**config.mk**
```make
export PLATFORM = sky130hd
export DESIGN_NAME = t8coc_top
export DESIGN_NICKNAME = d
export VERILOG_FILES = /design/src/hdl/t8coc_top.v
export VERILOG_INCLUDE_DIRS = /design/src /design/src/hdl
export SDC_FILE = /design/constraint.sdc
export NUM_CORES = 1
export LEC_CHECK = 0
export ABC_AREA = 1
export BUFFER_PORTS_ARGS = -buffer_cell sky130_fd_sc_hd__buf_2
export CAP_MARGIN = 20
export CORE_UTILIZATION = 29
export CTS_CLUSTER_DIAMETER = 80
export DETAILED_ROUTE_END_ITERATION = 6
export PLACE_DENSITY = 0.56
export SYNTH_ARGS = -nofsm -noshare
export SYNTH_HDL_FRONTEND = slang
export SYNTH_SLANG_ARGS = --single-unit
```
**constraint.sdc**
```tcl
create_clock -name mclk -period 1.8 [get_ports mclk]
set_input_delay 0.36 -clock mclk [delete_from_list [all_inputs] [get_ports mclk]]
set_output_delay 0.36 -clock mclk [all_outputs]
set_load 0.02 [all_outputs]
```
**src/hdl/t8coc_regs.vh**
```
// register map, field positions and constants of the 8-bit timer
`ifndef T8COC_REGS_VH
`define T8COC_REGS_VH
// ----------------------------------------------------------------
// register offsets
// ----------------------------------------------------------------
`define T8COC_OFS_CTL_A    8'h30
`define T8COC_OFS_COUNT    8'h32
`define T8COC_OFS_CTL_B    8'h33
`define T8COC_OFS_CMP_A    8'h36
`define T8COC_OFS_CMP_B    8'h37
`define T8COC_OFS_STATUS   8'h38
`define T8COC_OFS_MASK     8'h39
// ----------------------------------------------------------------
// field positions
// ----------------------------------------------------------------
`define T8COC_CTLA_MODE_A  7:6
`define T8COC_CTLA_MODE_B  5:4
`define T8COC_CTLA_WAVE    1:0
`define T8COC_CTLB_UPPER   3
`define T8COC_CTLB_SRC     2:0
`define T8COC_ST_OVF       0
`define T8COC_ST_MATCH_A   1
`define T8COC_ST_MATCH_B   2
// ----------------------------------------------------------------
// reset values
// ----------------------------------------------------------------
`define T8COC_RST_BYTE     8'h00
`define T8COC_RST_SRC      3'h0
`define T8COC_RST_FLAGS    3'h0
// ----------------------------------------------------------------
// counter limits
// ----------------------------------------------------------------
`define T8COC_MAX          8'hFF
`define T8COC_BOTTOM       8'h00
// ----------------------------------------------------------------
// prescaler taps: low bits all ones gives divide by 8/64/256/1024
// ----------------------------------------------------------------
`define T8COC_DIV8_MASK    10'h007
`define T8COC_DIV64_MASK   10'h03F
`define T8COC_DIV256_MASK  10'h0FF
`define T8COC_DIV1024_MASK 10'h3FF
// ----------------------------------------------------------------
// tick source codes
// ----------------------------------------------------------------
`define T8COC_SRC_STOP     3'h0
`define T8COC_SRC_CLK      3'h1
`define T8COC_SRC_DIV8     3'h2
`define T8COC_SRC_DIV64    3'h3
`define T8COC_SRC_DIV256   3'h4
`define T8COC_SRC_DIV1024  3'h5
`define T8COC_SRC_FALL     3'h6
`define T8COC_SRC_RISE     3'h7
`endif

```
**src/hdl/t8coc_top.v**
```verilog
// 8-bit timer with two compare outputs, prescaler and interrupt flags
//
// Implementation choice: the plain strobed port.
`timescale 1ns/1ps
`include "t8coc_regs.vh"

// Notes on behaviour
// - one clock; timer tick is an enable
// - nonzero channel a field drives the pin, except 01 in pwm without the upper bit and in reserved modes
// - channel a non-pwm: off, toggle, clear, set
// - channel a fast pwm actions at match/bottom
// - channel a phase pwm up/down match actions
// - nonzero channel b field drives the pin, except field 01 in pwm and any field in reserved modes
// - channel b non-pwm: off, toggle, clear, set
// - channel b fast pwm, field 01 reserved
// - channel b phase pwm, field 01 reserved
// - fast pwm compare at top acts at bottom
// - phase pwm compare at top acts at top
// - control a bits 3:2 read zero
// - mode code picks sequence and top source
// - buffer update and overflow point per mode
// - match a clears counter when top in modes 2 and 7, dual slope turns instead; flags
// - fast pwm counts to top then clears
// - tick source select: stop, divide, pin
module t8coc_top (
   // clock and reset
   input  wire       mclk,
   input  wire       reset,
   // register port
   input  wire [7:0] reg_addr,
   input  wire [7:0] reg_wdata,
   input  wire       reg_wr,
   input  wire       reg_rd,
   output reg  [7:0] reg_rdata_q,
   // external tick pin
   input  wire       tick_pin,
   // port logic shared with the compare pins
   input  wire       port_a_data,
   input  wire       port_a_dir,
   input  wire       port_b_data,
   input  wire       port_b_dir,
   output reg        pin_a_out_q,
   output reg        pin_a_oe_n_q,
   output reg        pin_b_out_q,
   output reg        pin_b_oe_n_q,
   // waveforms and interrupt
   output reg        chan_a_wave_out_q,
   output reg        chan_b_wave_out_q,
   output reg        irq_q
);
// ----------------------------------------------------------------
// mode classes, one-hot
// ----------------------------------------------------------------
localparam [3:0] CLS_NPWM = 4'h1; // normal and clear-on-match
localparam [3:0] CLS_FAST = 4'h2; // single slope
localparam [3:0] CLS_PC   = 4'h4; // dual slope
localparam [3:0] CLS_RSV  = 4'h8; // reserved codes
// ----------------------------------------------------------------
// state
// ----------------------------------------------------------------
reg  [7:0] ctl_a_q;       // timer_control_a
reg        upper_q;       // waveform_mode_upper_bit
reg  [2:0] src_q;         // tick_source_select
reg  [7:0] count_q;       // count_value
reg  [7:0] buf_a_q;       // compare a as written
reg  [7:0] buf_b_q;       // compare b as written
reg  [7:0] cmp_a_q;       // chan_a_compare_value in use
reg  [7:0] cmp_b_q;       // chan_b_compare_value in use
reg        down_q;        // dual slope counting down
reg        block_q;       // count write masks next match
reg  [2:0] flags_q;       // sticky event flags
reg  [2:0] mask_q;        // interrupt mask
reg  [9:0] presc_q;       // free prescaler
reg        tp1_q;         // pin sync stage 1
reg        tp2_q;         // pin sync stage 2
reg        tp3_q;         // pin sync stage 3
// ----------------------------------------------------------------
// helper functions
// ----------------------------------------------------------------
// mode code to class
function [3:0] cls_of;
   input [2:0] m;
   begin
      case (m)
         3'h0, 3'h2: cls_of = CLS_NPWM;
         3'h3, 3'h7: cls_of = CLS_FAST;
         3'h1, 3'h5: cls_of = CLS_PC;
         default:    cls_of = CLS_RSV;
      endcase
   end
endfunction
// whether a channel owns its pin
function conn_of;
   input [1:0] fld;
   input [3:0] cls;
   input       up_bit;
   input       chan_a;
   begin
      conn_of = (fld != 2'b00) && (cls != CLS_RSV);
      // toggle in pwm only on channel a with the upper bit
      if ((fld == 2'b01) && (cls != CLS_NPWM) && !(chan_a && up_bit))
         conn_of = 1'b0;
   end
endfunction
// next output level of one channel
function wave_next;
   input       cur;
   input [1:0] fld;
   input [3:0] cls;
   input       up_bit;
   input       chan_a;
   input       hit;       // compare match on a tick
   input       wrap;      // top to bottom on a tick
   input       top_hit;   // dual slope reaching top
   input       up;        // counting up at the tick
   input       cmp_top;   // compare value equals top
   begin
      wave_next = cur;
      case (cls)
         CLS_NPWM:
         begin
            if (hit)
            begin
               case (fld)
                  2'b01:   wave_next = ~cur;
                  2'b10:   wave_next = 1'b0;
                  2'b11:   wave_next = 1'b1;
                  default: wave_next = cur;
               endcase
            end
         end
         CLS_FAST, CLS_PC:
         begin
            if (fld == 2'b01)
            begin
               // b reserved; a toggles only with upper bit
               if (chan_a && up_bit && hit)
                  wave_next = ~cur;
            end
            else if (fld[1] && (cls == CLS_FAST))
            begin
               if (wrap)
                  wave_next = ~fld[0];
               else if (hit && !cmp_top)
                  wave_next = fld[0];
            end
            else if (fld[1])
            begin
               if (cmp_top)
               begin
                  if (top_hit)
                     wave_next = ~fld[0];
               end
               else if (hit)
                  wave_next = up ? fld[0] : ~fld[0];
            end
         end
         default: wave_next = cur;
      endcase
   end
endfunction
// ----------------------------------------------------------------
// decode of mode and top
// ----------------------------------------------------------------
wire [2:0] mode    = {upper_q, ctl_a_q[`T8COC_CTLA_WAVE]};
wire [3:0] cls     = cls_of(mode);
// compare a as top in modes 2, 5 and 7
wire       top_cmp = (mode == 3'h2) || (mode == 3'h5) || (mode == 3'h7);
wire [7:0] top     = top_cmp ? cmp_a_q : `T8COC_MAX;
wire [1:0] fld_a   = ctl_a_q[`T8COC_CTLA_MODE_A];
wire [1:0] fld_b   = ctl_a_q[`T8COC_CTLA_MODE_B];
// ----------------------------------------------------------------
// tick generation
// ----------------------------------------------------------------
wire pin_rise = tp2_q & ~tp3_q;
wire pin_fall = ~tp2_q & tp3_q;
reg  tick;  // one-cycle enable, never a clock
// choose the tick source; masks keep the compare at full prescaler width
always @*
begin
   case (src_q)
      `T8COC_SRC_CLK:     tick = 1'b1;
      `T8COC_SRC_DIV8:    tick = ((presc_q & `T8COC_DIV8_MASK) == `T8COC_DIV8_MASK);
      `T8COC_SRC_DIV64:   tick = ((presc_q & `T8COC_DIV64_MASK) == `T8COC_DIV64_MASK);
      `T8COC_SRC_DIV256:  tick = ((presc_q & `T8COC_DIV256_MASK) == `T8COC_DIV256_MASK);
      `T8COC_SRC_DIV1024: tick = (presc_q == `T8COC_DIV1024_MASK);
      `T8COC_SRC_FALL:    tick = pin_fall;
      `T8COC_SRC_RISE:    tick = pin_rise;
      default:            tick = 1'b0;
   endcase
end
// prescaler and pin synchroniser; prescaler runs free
always @(posedge mclk)
begin
   if (reset)
   begin
      presc_q <= 10'h000;
      tp1_q   <= 1'b0;
      tp2_q   <= 1'b0;
      tp3_q   <= 1'b0;
   end
   else
   begin
      presc_q <= presc_q + 10'h001;
      tp1_q   <= tick_pin;
      tp2_q   <= tp1_q;
      tp3_q   <= tp2_q;
   end
end
// ----------------------------------------------------------------
// counter events
// ----------------------------------------------------------------
wire at_top   = (count_q == top);
wire is_slope = (cls == CLS_FAST) || (cls == CLS_PC);
// wrap to bottom in single slope and clear-on-match
wire wrap     = tick && at_top && ((cls == CLS_FAST) || (mode == 3'h2));
wire top_hit  = tick && (cls == CLS_PC) && !down_q && at_top;
wire hit_a    = tick && !block_q && (count_q == cmp_a_q);
wire hit_b    = tick && !block_q && (count_q == cmp_b_q);
wire cmp_a_tp = is_slope && (cmp_a_q == top) && fld_a[1];
wire cmp_b_tp = is_slope && (cmp_b_q == top) && fld_b[1];
reg  ovf_ev;
// overflow point per class
always @*
begin
   case (cls)
      CLS_FAST: ovf_ev = wrap;
      CLS_PC:   ovf_ev = tick && down_q && (count_q == `T8COC_BOTTOM);
      default:  ovf_ev = tick && (count_q == `T8COC_MAX);
   endcase
end
// compare buffers load immediately, at top or at bottom
wire load_cmp = (cls == CLS_NPWM) || (cls == CLS_RSV) ||
                top_hit || ((cls == CLS_FAST) && wrap);
// ----------------------------------------------------------------
// register writes
// ----------------------------------------------------------------
wire wr_ctla = reg_wr && (reg_addr == `T8COC_OFS_CTL_A);
wire wr_ctlb = reg_wr && (reg_addr == `T8COC_OFS_CTL_B);
wire wr_cnt  = reg_wr && (reg_addr == `T8COC_OFS_COUNT);
wire wr_cmpa = reg_wr && (reg_addr == `T8COC_OFS_CMP_A);
wire wr_cmpb = reg_wr && (reg_addr == `T8COC_OFS_CMP_B);
wire wr_st   = reg_wr && (reg_addr == `T8COC_OFS_STATUS);
wire wr_mask = reg_wr && (reg_addr == `T8COC_OFS_MASK);
wire [2:0] st_clr = wr_st ? reg_wdata[2:0] : 3'h0;
wire [2:0] st_set = {hit_b, hit_a, ovf_ev};
// control, compare and flag registers
always @(posedge mclk)
begin
   if (reset)
   begin
      ctl_a_q <= `T8COC_RST_BYTE;
      upper_q <= 1'b0;
      src_q   <= `T8COC_RST_SRC;
      buf_a_q <= `T8COC_RST_BYTE;
      buf_b_q <= `T8COC_RST_BYTE;
      cmp_a_q <= `T8COC_RST_BYTE;
      cmp_b_q <= `T8COC_RST_BYTE;
      flags_q <= `T8COC_RST_FLAGS;
      mask_q  <= `T8COC_RST_FLAGS;
   end
   else
   begin
      if (wr_ctla)
         ctl_a_q <= reg_wdata;
      if (wr_ctlb)
      begin
         upper_q <= reg_wdata[`T8COC_CTLB_UPPER];
         src_q   <= reg_wdata[`T8COC_CTLB_SRC];
      end
      if (wr_cmpa)
         buf_a_q <= reg_wdata;
      if (wr_cmpb)
         buf_b_q <= reg_wdata;
      // double buffer: copy into use at the update point
      if (load_cmp)
      begin
         cmp_a_q <= wr_cmpa ? reg_wdata : buf_a_q;
         cmp_b_q <= wr_cmpb ? reg_wdata : buf_b_q;
      end
      if (wr_mask)
         mask_q <= reg_wdata[2:0];
      // set beats a clear in the same cycle
      flags_q <= (flags_q & ~st_clr) | st_set;
   end
end
// ----------------------------------------------------------------
// counter sequence
// ----------------------------------------------------------------
// updates wait for the tick enable, except a count write, which needs none
always @(posedge mclk)
begin
   if (reset)
   begin
      count_q <= `T8COC_BOTTOM;
      down_q  <= 1'b0;
      block_q <= 1'b0;
   end
   else if (wr_cnt)
   begin
      // a software write wins over the tick
      count_q <= reg_wdata;
      block_q <= 1'b1;
   end
   else if (tick)
   begin
      block_q <= 1'b0;
      case (cls)
         CLS_PC:
         begin
            if (!down_q && at_top)
            begin
               down_q  <= 1'b1;
               count_q <= count_q - 8'h01;
            end
            else if (down_q && (count_q == `T8COC_BOTTOM))
            begin
               down_q  <= 1'b0;
               count_q <= count_q + 8'h01;
            end
            else
               count_q <= down_q ? count_q - 8'h01 : count_q + 8'h01;
         end
         default:
         begin
            down_q <= 1'b0;
            if (wrap)
               count_q <= `T8COC_BOTTOM;
            else
               count_q <= count_q + 8'h01;
         end
      endcase
   end
end
// ----------------------------------------------------------------
// waveform outputs and pins
// ----------------------------------------------------------------
wire conn_a = conn_of(fld_a, cls, upper_q, 1'b1);
wire conn_b = conn_of(fld_b, cls, upper_q, 1'b0);
// waveform latches follow matches only while connected
always @(posedge mclk)
begin
   if (reset)
   begin
      chan_a_wave_out_q <= 1'b0;
      chan_b_wave_out_q <= 1'b0;
      pin_a_out_q       <= 1'b0;
      pin_b_out_q       <= 1'b0;
      pin_a_oe_n_q      <= 1'b1;
      pin_b_oe_n_q      <= 1'b1;
   end
   else
   begin
      chan_a_wave_out_q <= wave_next(chan_a_wave_out_q, fld_a, cls, upper_q,
                                     1'b1, hit_a, wrap, top_hit, !down_q,
                                     cmp_a_tp);
      chan_b_wave_out_q <= wave_next(chan_b_wave_out_q, fld_b, cls, upper_q,
                                     1'b0, hit_b, wrap, top_hit, !down_q,
                                     cmp_b_tp);
      // compare output overrides port data; direction keeps the driver
      pin_a_out_q  <= conn_a ? chan_a_wave_out_q : port_a_data;
      pin_b_out_q  <= conn_b ? chan_b_wave_out_q : port_b_data;
      pin_a_oe_n_q <= ~port_a_dir;
      pin_b_oe_n_q <= ~port_b_dir;
   end
end
// ----------------------------------------------------------------
// read port and interrupt
// ----------------------------------------------------------------
reg [7:0] rd_mux;
// read data select; unmapped reads zero
always @*
begin
   case (reg_addr)
      `T8COC_OFS_CTL_A:  rd_mux = {ctl_a_q[7:4], 2'b00, ctl_a_q[1:0]};
      `T8COC_OFS_CTL_B:  rd_mux = {4'h0, upper_q, src_q};
      `T8COC_OFS_COUNT:  rd_mux = count_q;
      `T8COC_OFS_CMP_A:  rd_mux = buf_a_q;
      `T8COC_OFS_CMP_B:  rd_mux = buf_b_q;
      `T8COC_OFS_STATUS: rd_mux = {5'h00, flags_q};
      `T8COC_OFS_MASK:   rd_mux = {5'h00, mask_q};
      default:           rd_mux = 8'h00;
   endcase
end
// read data valid one cycle after the strobe only
always @(posedge mclk)
begin
   if (reset)
   begin
      reg_rdata_q <= 8'h00;
      irq_q       <= 1'b0;
   end
   else
   begin
      reg_rdata_q <= reg_rd ? rd_mux : 8'h00;
      irq_q       <= |(flags_q & mask_q);
   end
end
endmodule // t8coc_top

```
## Word level (Yosys, flattened, before mapping)

Index checks and enable logic that the tools add are counted.

| cells by class | value |
|---|---|
| add/subtract/negate cells | 3 |
| equality and inequality tests | 56 |
| muxes and demuxes | 49 |
| bitwise gates (word level) | 16 |
| reductions and logical operators | 62 |

Operator list:

| cell | number |
|---|---|
| $mux 8 | 10 |
| $eq 8x6->1 const B | 7 |
| $pmux 8 s7 | 1 |
| $eq 8x8->1 | 5 |
| $logic_and 1x1->1 | 35 |
| $mux 1 | 30 |
| $eq 3x3->1 const B | 7 |
| $ne 4x4->1 const B | 5 |
| $eq 8x8->1 const B | 2 |
| $reduce_and 8->1 | 2 |
| $ne 5x5->1 const B | 3 |
| $eq 3x2->1 const B | 4 |
| $ne 4x1->1 const B | 3 |
| $pmux 4 s3 | 1 |
| $add 10x1->10 const B | 1 |
| $eq 10x10->1 const B | 1 |
| $not 1->1 | 10 |
| $reduce_or 2->1 | 5 |
| $add 8x1->8 const B | 1 |
| $eq 2x2->1 const B | 4 |
| $logic_not 8->1 | 1 |
| $reduce_bool 2->1 | 4 |
| $sub 8x1->8 const B | 1 |
| $logic_or 1x1->1 | 7 |
| 22 further kinds | 36 |

| storage, ports and cells | value |
|---|---|
| register bits | 88 |
| logic and storage cells | 210 |

## Depth between registers and ports, before layout

| logic depth | value |
|---|---|
| depth in word-level cells | 14 |
| mapped depth | 19 |

## Worst setup path after synthesis

No wires, ideal clock.

| timing path | value |
|---|---|
| kind | reg2reg |
| from | reg presc_q[0] |
| to | reg chan_a_wave_out_q |
| setup time | 112 ps |
| arrival time | 1868 ps |
| slack | -180 ps |
| stages on the path, launching flop included | 19 |
| clock period less this slack | 1980 ps |
| path through | dfxtp_1 ha_1 nand3_1 nor2_1 nand2_1 nand2_1 nand2_1 nand2_1 nand2_1 inv_1 nand4_1 nand2_1 nand2_1 nand2_1 nand3_1 nand2_1 nand2_1 nor2_1 nor2_1 |

| between the ends | value |
|---|---|
| cells in the longest elaborated chain, start to end | 8 |

RTL lines:

| what | RTL line | source |
|---|---|---|
| from (decl) | t8coc_top.v:73 | `reg [9:0] presc_q;` |
| from (signal assigned) | t8coc_top.v:204 | `presc_q <= presc_q + 10'h001;` |
| $eq 10x10->1 (no source line), or another cell as far along | - |  |
| $pmux 1 s7 (*) | t8coc_top.v:181 | `case (src_q)` |
| $logic_and 1x1->1 (2 in a row) | t8coc_top.v:216 | `wire wrap = tick && at_top && ((cls == CLS_FAST) \|\| (mode == 3'h2));` |
| $mux 1 | t8coc_top.v:142 | `if (wrap)` |
| $mux 1 | t8coc_top.v:140 | `else if (fld[1] && (cls == CLS_FAST))` |
| $mux 1 | t8coc_top.v:134 | `if (fld == 2'b01)` |
| $pmux 1 s2 | t8coc_top.v:119 | `case (cls)` |
| to (signal assigned) | t8coc_top.v:354 | `chan_a_wave_out_q <= wave_next(chan_a_wave_out_q, fld_a, cls, upper_q,` |
| to (decl) | t8coc_top.v:47 | `output reg chan_a_wave_out_q,` |

Every way passes the cells marked *; elsewhere a longest branch is shown, timed or not.
A chain may end at the register's enable or synchronous reset.

## Worst setup path after layout

| timing path | value |
|---|---|
| from | reg ctl_a_q[0] |
| to | reg count_q[2] |

| between the ends | value |
|---|---|
| cells in the longest elaborated chain, start to end | 11 |

RTL lines:

| what | RTL line | source |
|---|---|---|
| from (decl) | t8coc_top.v:61 | `reg [7:0] ctl_a_q;` |
| from (signal assigned) | t8coc_top.v:252 | `` ctl_a_q <= `T8COC_RST_BYTE; `` |
| from (signal assigned) | t8coc_top.v:265 | `ctl_a_q <= reg_wdata;` |
| $eq 3x2->1 or $eq 3x3->1 (tied branches) | t8coc_top.v:84, t8coc_top.v:168, t8coc_top.v:216 |  |
| $logic_or 1x1->1 (2 in a row) | t8coc_top.v:168 | `wire top_cmp = (mode == 3'h2) \|\| (mode == 3'h5) \|\| (mode == 3'h7);` |
| $mux 8 (no source line) | - |  |
| $eq 8x8->1 | t8coc_top.v:213 | `wire at_top = (count_q == top);` |
| $logic_and 1x1->1 (2 in a row) | t8coc_top.v:216 |  |
| $mux 8 | t8coc_top.v:327 | `if (wrap)` |
| $mux 8 (*) | t8coc_top.v:308 | `case (cls)` |
| $mux 8 (*) | t8coc_top.v:305 | `else if (tick)` |
| $mux 8 (*) | t8coc_top.v:299 | `else if (wr_cnt)` |
| to (signal assigned) | t8coc_top.v:302 | `count_q <= reg_wdata;` |
| to (signal assigned) | t8coc_top.v:328 | `` count_q <= `T8COC_BOTTOM; `` |
| to (signal assigned) | t8coc_top.v:330 | `count_q <= count_q + 8'h01;` |
| to (decl) | t8coc_top.v:64 | `reg [7:0] count_q;` |

Every way passes the cells marked *; elsewhere a longest branch is shown, timed or not. The select of a mux whose other input is x is not followed.

==> Implementation_results.wiki <==
{| class="wikitable"
! Metric !! Value
|-
| Run status || complete, but fails checks
|-
| Failing checks || negative setup slack
|-
| # nets final || 944
|-
| Antenna violation net count after detailed routing || 0
|-
| Least setup slack across all paths after layout || -329 ps
|-
| Comb power frac || 6.2%
|-
| Nature of the critical path endpoint || flop
|-
| Effective utilization at floorplan || 29.6%
|-
| Half-perimeter wire length of the detailed placement result || 13,600 um
|-
| Combined global-route utilization of all metal layers || 21.3%
|-
| Gate Count Post-Synth || 750
|-
| Post-route setup TNS || -7510 ps
|-
| Worst-skew pair later-pin latency || 360 ps
|-
| DR DRC count || 0
|-
| Clock share of power || between 40% and 50%
|-
| Total internal power || slightly below 0.003 W
|-
| Clk pin slew, worst setup/hold paths || 70 ps
|-
| DRT iter0 DRCs || 427
|-
| Worst min-delay path class || input port to flop
|-
| Post-synth EDFFs || 0
|-
| CTS Sinks || 86
|-
| Post-synth cell types || 46
|-
| Dominant cells by area after synthesis || sky130_fd_sc_hd__dfxtp_1, sky130_fd_sc_hd__nand2_1, sky130_fd_sc_hd__inv_1
|-
| Number of vias in the routed layout || roughly 5,600
|-
| Power density cells || 542 nW/um2
|-
| Global-route wire length before repair || 29,100 um
|-
| Syn. warnings || 0
|-
| Antenna violations before repair || 0
|-
| Number of non-filler instances in the completed layout || 1,141
|-
| Portion of the clock cycle consumed by the worst path in the final layout || 118%
|-
| Number of buffers on the longest clock path || 2
|-
| Antenna diode instance count || 0
|-
| Critical Path RT || 2090 ps
|-
| Area of the die || 18,100 um2
|-
| Slowest stage delay, CP || 370 ps
|-
| Share of layout cells above drive strength 1 || a little over a third
|-
| Timing-limited maximum frequency || around 470 MHz
|-
| Drt via density || slightly below 5
|-
| Worst Tran Pin Value || 510 ps
|-
| Post-Syn Area || slightly above 5000 um2
|-
| Synth Net Count || 783
|-
| CP max-delay cell || sky130_fd_sc_hd__dfxtp_4
|-
| Endpoints failing hold || 0
|-
| Routability-driven placement congestion ratio || 0.944
|-
| Sequential fraction of design power || 47.8%
|-
| Post-synthesis sequential area ratio || roughly a third
|-
| Leading register cell type out of synthesis || sky130_fd_sc_hd__dfxtp_1
|-
| Peak ir drop on the vdd network || 0.412 mV
|-
| Rows || 48
|-
| Die Width || around 130 um
|-
| Post-route design area || 7430 um2
|-
| Post-CTS Hold Fix Bufs || 0
|-
| Final Skew || 8.59 ps
|-
| Instance area at placement || 6360 um2
|-
| Total Routed Length || 18,600 um
|-
| Area growth from synthesis to layout || 45.5%
|-
| Num ports || 40
|-
| Classification of the worst setup path || flop to flop
|-
| Switching power || between 0.001 and 0.0015 W
|-
| Number of detailed-route iterations in the first pass || 4
|-
| Fraction of power spent switching nets || 26.3%
|-
| Most common library cells after synthesis || sky130_fd_sc_hd__nand2_1, sky130_fd_sc_hd__inv_1, sky130_fd_sc_hd__dfxtp_1
|-
| Number of H-tree levels || 3
|-
| Per-cell routed wire length || 16.3 um
|-
| Cell with the most instances after synthesis || sky130_fd_sc_hd__nand2_1
|-
| Total congestion overflow after global routing || 0
|-
| Share of flip-flops with an asynchronous set or reset || 0%
|-
| Number of buffers created by CTS || 9
|-
| Cells after DPL || 1,103
|-
| Static leakage || 3.28 nW
|-
| Top cell type's share of synthesized area || 33.7%
|-
| Setup-failing EPs final || 28
|-
| Pins Over Slew Limit || 0
|-
| Worst endpoint data arrival time || 2410 ps
|-
| Unrepaired setup endpoints after global routing || true
|-
| Vias in the first global route || 5,466
|-
| Clock tree from TritonCTS || built
|-
| Area of the core || 17,200 um2
|-
| Pin count of the biggest net entering global routing || 42
|-
| Buffers added on ports || 39
|-
| Slew HR || 66.0%
|-
| Max cap viols || 0
|-
| Min Tclk post-route || 2130 ps
|-
| Number of storage elements in the synthesis netlist || 86
|-
| Sort of element at the start of the critical path || flop
|-
| Largest area contributor in the netlist || sky130_fd_sc_hd__dfxtp_1
|-
| Clock tree root driver cell || sky130_fd_sc_hd__clkbuf_16
|-
| Critical-path maximum fanout || 7
|-
| Fin Hold WS || around 160 ps
|-
| Ordered cell list for the critical path || nor2_4 > nand2_4 > nand2_8 > nand2_1 > nand2_1 > nand2_1 > inv_2 > nand2_4 > nor2_4 > nand2_4 > buf_4 > nand2_4 > nand3_4 > nand2_2 > o21ai_1 > nand3_1 > nand2_1 > a21oi_2
|-
| Mean area per synthesized cell || 6.81 um2
|-
| Vert. Die Dim || around 130 um
|}
-- cell type report --
class | instances | area, um2
multi-input combinational | 531 | 3330
fill | 1728 | 9800
clock buffer | 10 | 229
clock inverter | 6 | 52.6
tap | 225 | 282
inverter | 108 | 418
timing repair buffer | 175 | 1380
sequential | 86 | 1730
-- cells by family (layout without fill, tap and decap cells) --
kind of cell	count (synthesis)	in the layout	share of synthesized area [%]
flip-flops	86	86	33.7
adder cells (fa/ha/maj)	8	8	1.96
AO/OA/AOI/OAI	160	160	18.2
AND/OR/NAND/NOR	336	338	30.7
XOR/XNOR	25	25	4.29
buffers and inverters	135	299	11.1
-- per-layer routing --
metal | up-vias | wire length (um) | track usage, %
met5 | - | 0 | 0
met4 | 0 | 803 | 12.4
met3 | 50 | 985 | 3.79
met2 | 165 | 8580 | 34.5
met1 | 2620 | 8240 | 26.6
li1 | 2804 | - | -
-- worst max-delay path: cells and delay by family (launching register included) --
| kind | cells | cell delay (ps) |
|---|---|---|
| buffers and inverters | 2 | 230 |
| flip-flops | 1 | 370 |
| AO/OA/AOI/OAI | 2 | 170 |
| AND/OR/NAND/NOR | 14 | 1270 |
-- power groups by stage --
stage / sequential, W / combinational (W) / clock [W]
after floorplan: 0.00198 / 0.0000996 / 0
after global placement: 0.00197 / 0.000225 / 0
after detailed placement: 0.00197 / 0.000225 / 0
after CTS: 0.00193 / 0.000240 / 0.00188
after global routing: 0.00193 / 0.000275 / 0.00196
final: 0.00193 / 0.000251 / 0.00185
-- registers in the layout (all words and copies together), names as in the netlist, 3 cells and up --
signal,cells
mask_q,3
cmp_a_q,8
flags_q,3
ctl_a_q,6
presc_q,10
reg_rdata_q,8
src_q,3
cmp_b_q,8
buf_b_q,8
count_q,8
buf_a_q,8
-- path summary, 6_finish.rpt --
path / slack, ps / to / cells past startpoint / from
max: -330 / count_q[2] / 18 / ctl_a_q[0]
min: 160 / pin_b_oe_n_q / 2 / port_b_dir
max reg2reg: -330 / count_q[2] / 18 / ctl_a_q[0]
min reg2reg: 400 / tp2_q / 2 / tp1_q
-- placed cells by master (no fill, tap or decap), types with 4 or more instances in the layout --
| cell type | synthesis | routed |
|---|---|---|
| sky130_fd_sc_hd__nand2_1 | 151 | 132 |
| sky130_fd_sc_hd__buf_4 | 3 | 112 |
| sky130_fd_sc_hd__inv_1 | 106 | 97 |
| sky130_fd_sc_hd__dfxtp_1 | 86 | 80 |
| sky130_fd_sc_hd__nor2_1 | 66 | 60 |
| sky130_fd_sc_hd__a21oi_1 | 58 | 44 |
| sky130_fd_sc_hd__nand3_1 | 49 | 39 |
| sky130_fd_sc_hd__buf_2 | 6 | 39 |
| sky130_fd_sc_hd__o21ai_0 | 46 | 33 |
| sky130_fd_sc_hd__xor2_1 | 23 | 23 |
| sky130_fd_sc_hd__nand2_2 | 12 | 20 |
| sky130_fd_sc_hd__a21oi_2 | 7 | 19 |
| sky130_fd_sc_hd__nand4_1 | 18 | 18 |
| sky130_fd_sc_hd__buf_6 | 4 | 16 |
| sky130_fd_sc_hd__o21ai_1 | 12 | 15 |
| sky130_fd_sc_hd__nand2_4 | 3 | 14 |
| sky130_fd_sc_hd__o21ai_2 | 4 | 12 |
| sky130_fd_sc_hd__nor2_4 | 4 | 9 |
| sky130_fd_sc_hd__nand3_2 | 4 | 9 |
| sky130_fd_sc_hd__clkbuf_16 | 0 | 9 |
| sky130_fd_sc_hd__a31oi_1 | 9 | 8 |
| sky130_fd_sc_hd__nor3_1 | 8 | 7 |
| sky130_fd_sc_hd__inv_2 | 1 | 6 |
| sky130_fd_sc_hd__nand3_4 | 1 | 6 |
| sky130_fd_sc_hd__o221ai_1 | 7 | 6 |
| sky130_fd_sc_hd__inv_4 | 0 | 5 |
| sky130_fd_sc_hd__nor2_2 | 4 | 5 |
| sky130_fd_sc_hd__ha_1 | 8 | 5 |
| sky130_fd_sc_hd__dfxtp_2 | 0 | 4 |
| sky130_fd_sc_hd__buf_12 | 0 | 4 |
-- timing repair --
action | CTS | global route
pin swaps | 34 | 25
endpoints found under the setup margin | 31 | 31
gates resized for setup | 72 | 68
buffers inserted | 10 | 10
cloned | 5 | 0
-- stage by stage --
stage / setup WS, ps / power (W) / util [%]
after CTS: -294 / 0.00405 / 41.3
final: -329 / 0.00403 / 43.1
after global placement: -328 / 0.00220 / 36.9
after detailed placement: -355 / 0.00220 / 36.9
after floorplan: -42.9 / 0.00208 / -
after global routing: -500 / 0.00417 / 43.1
(Power assumes the default switching activity.)
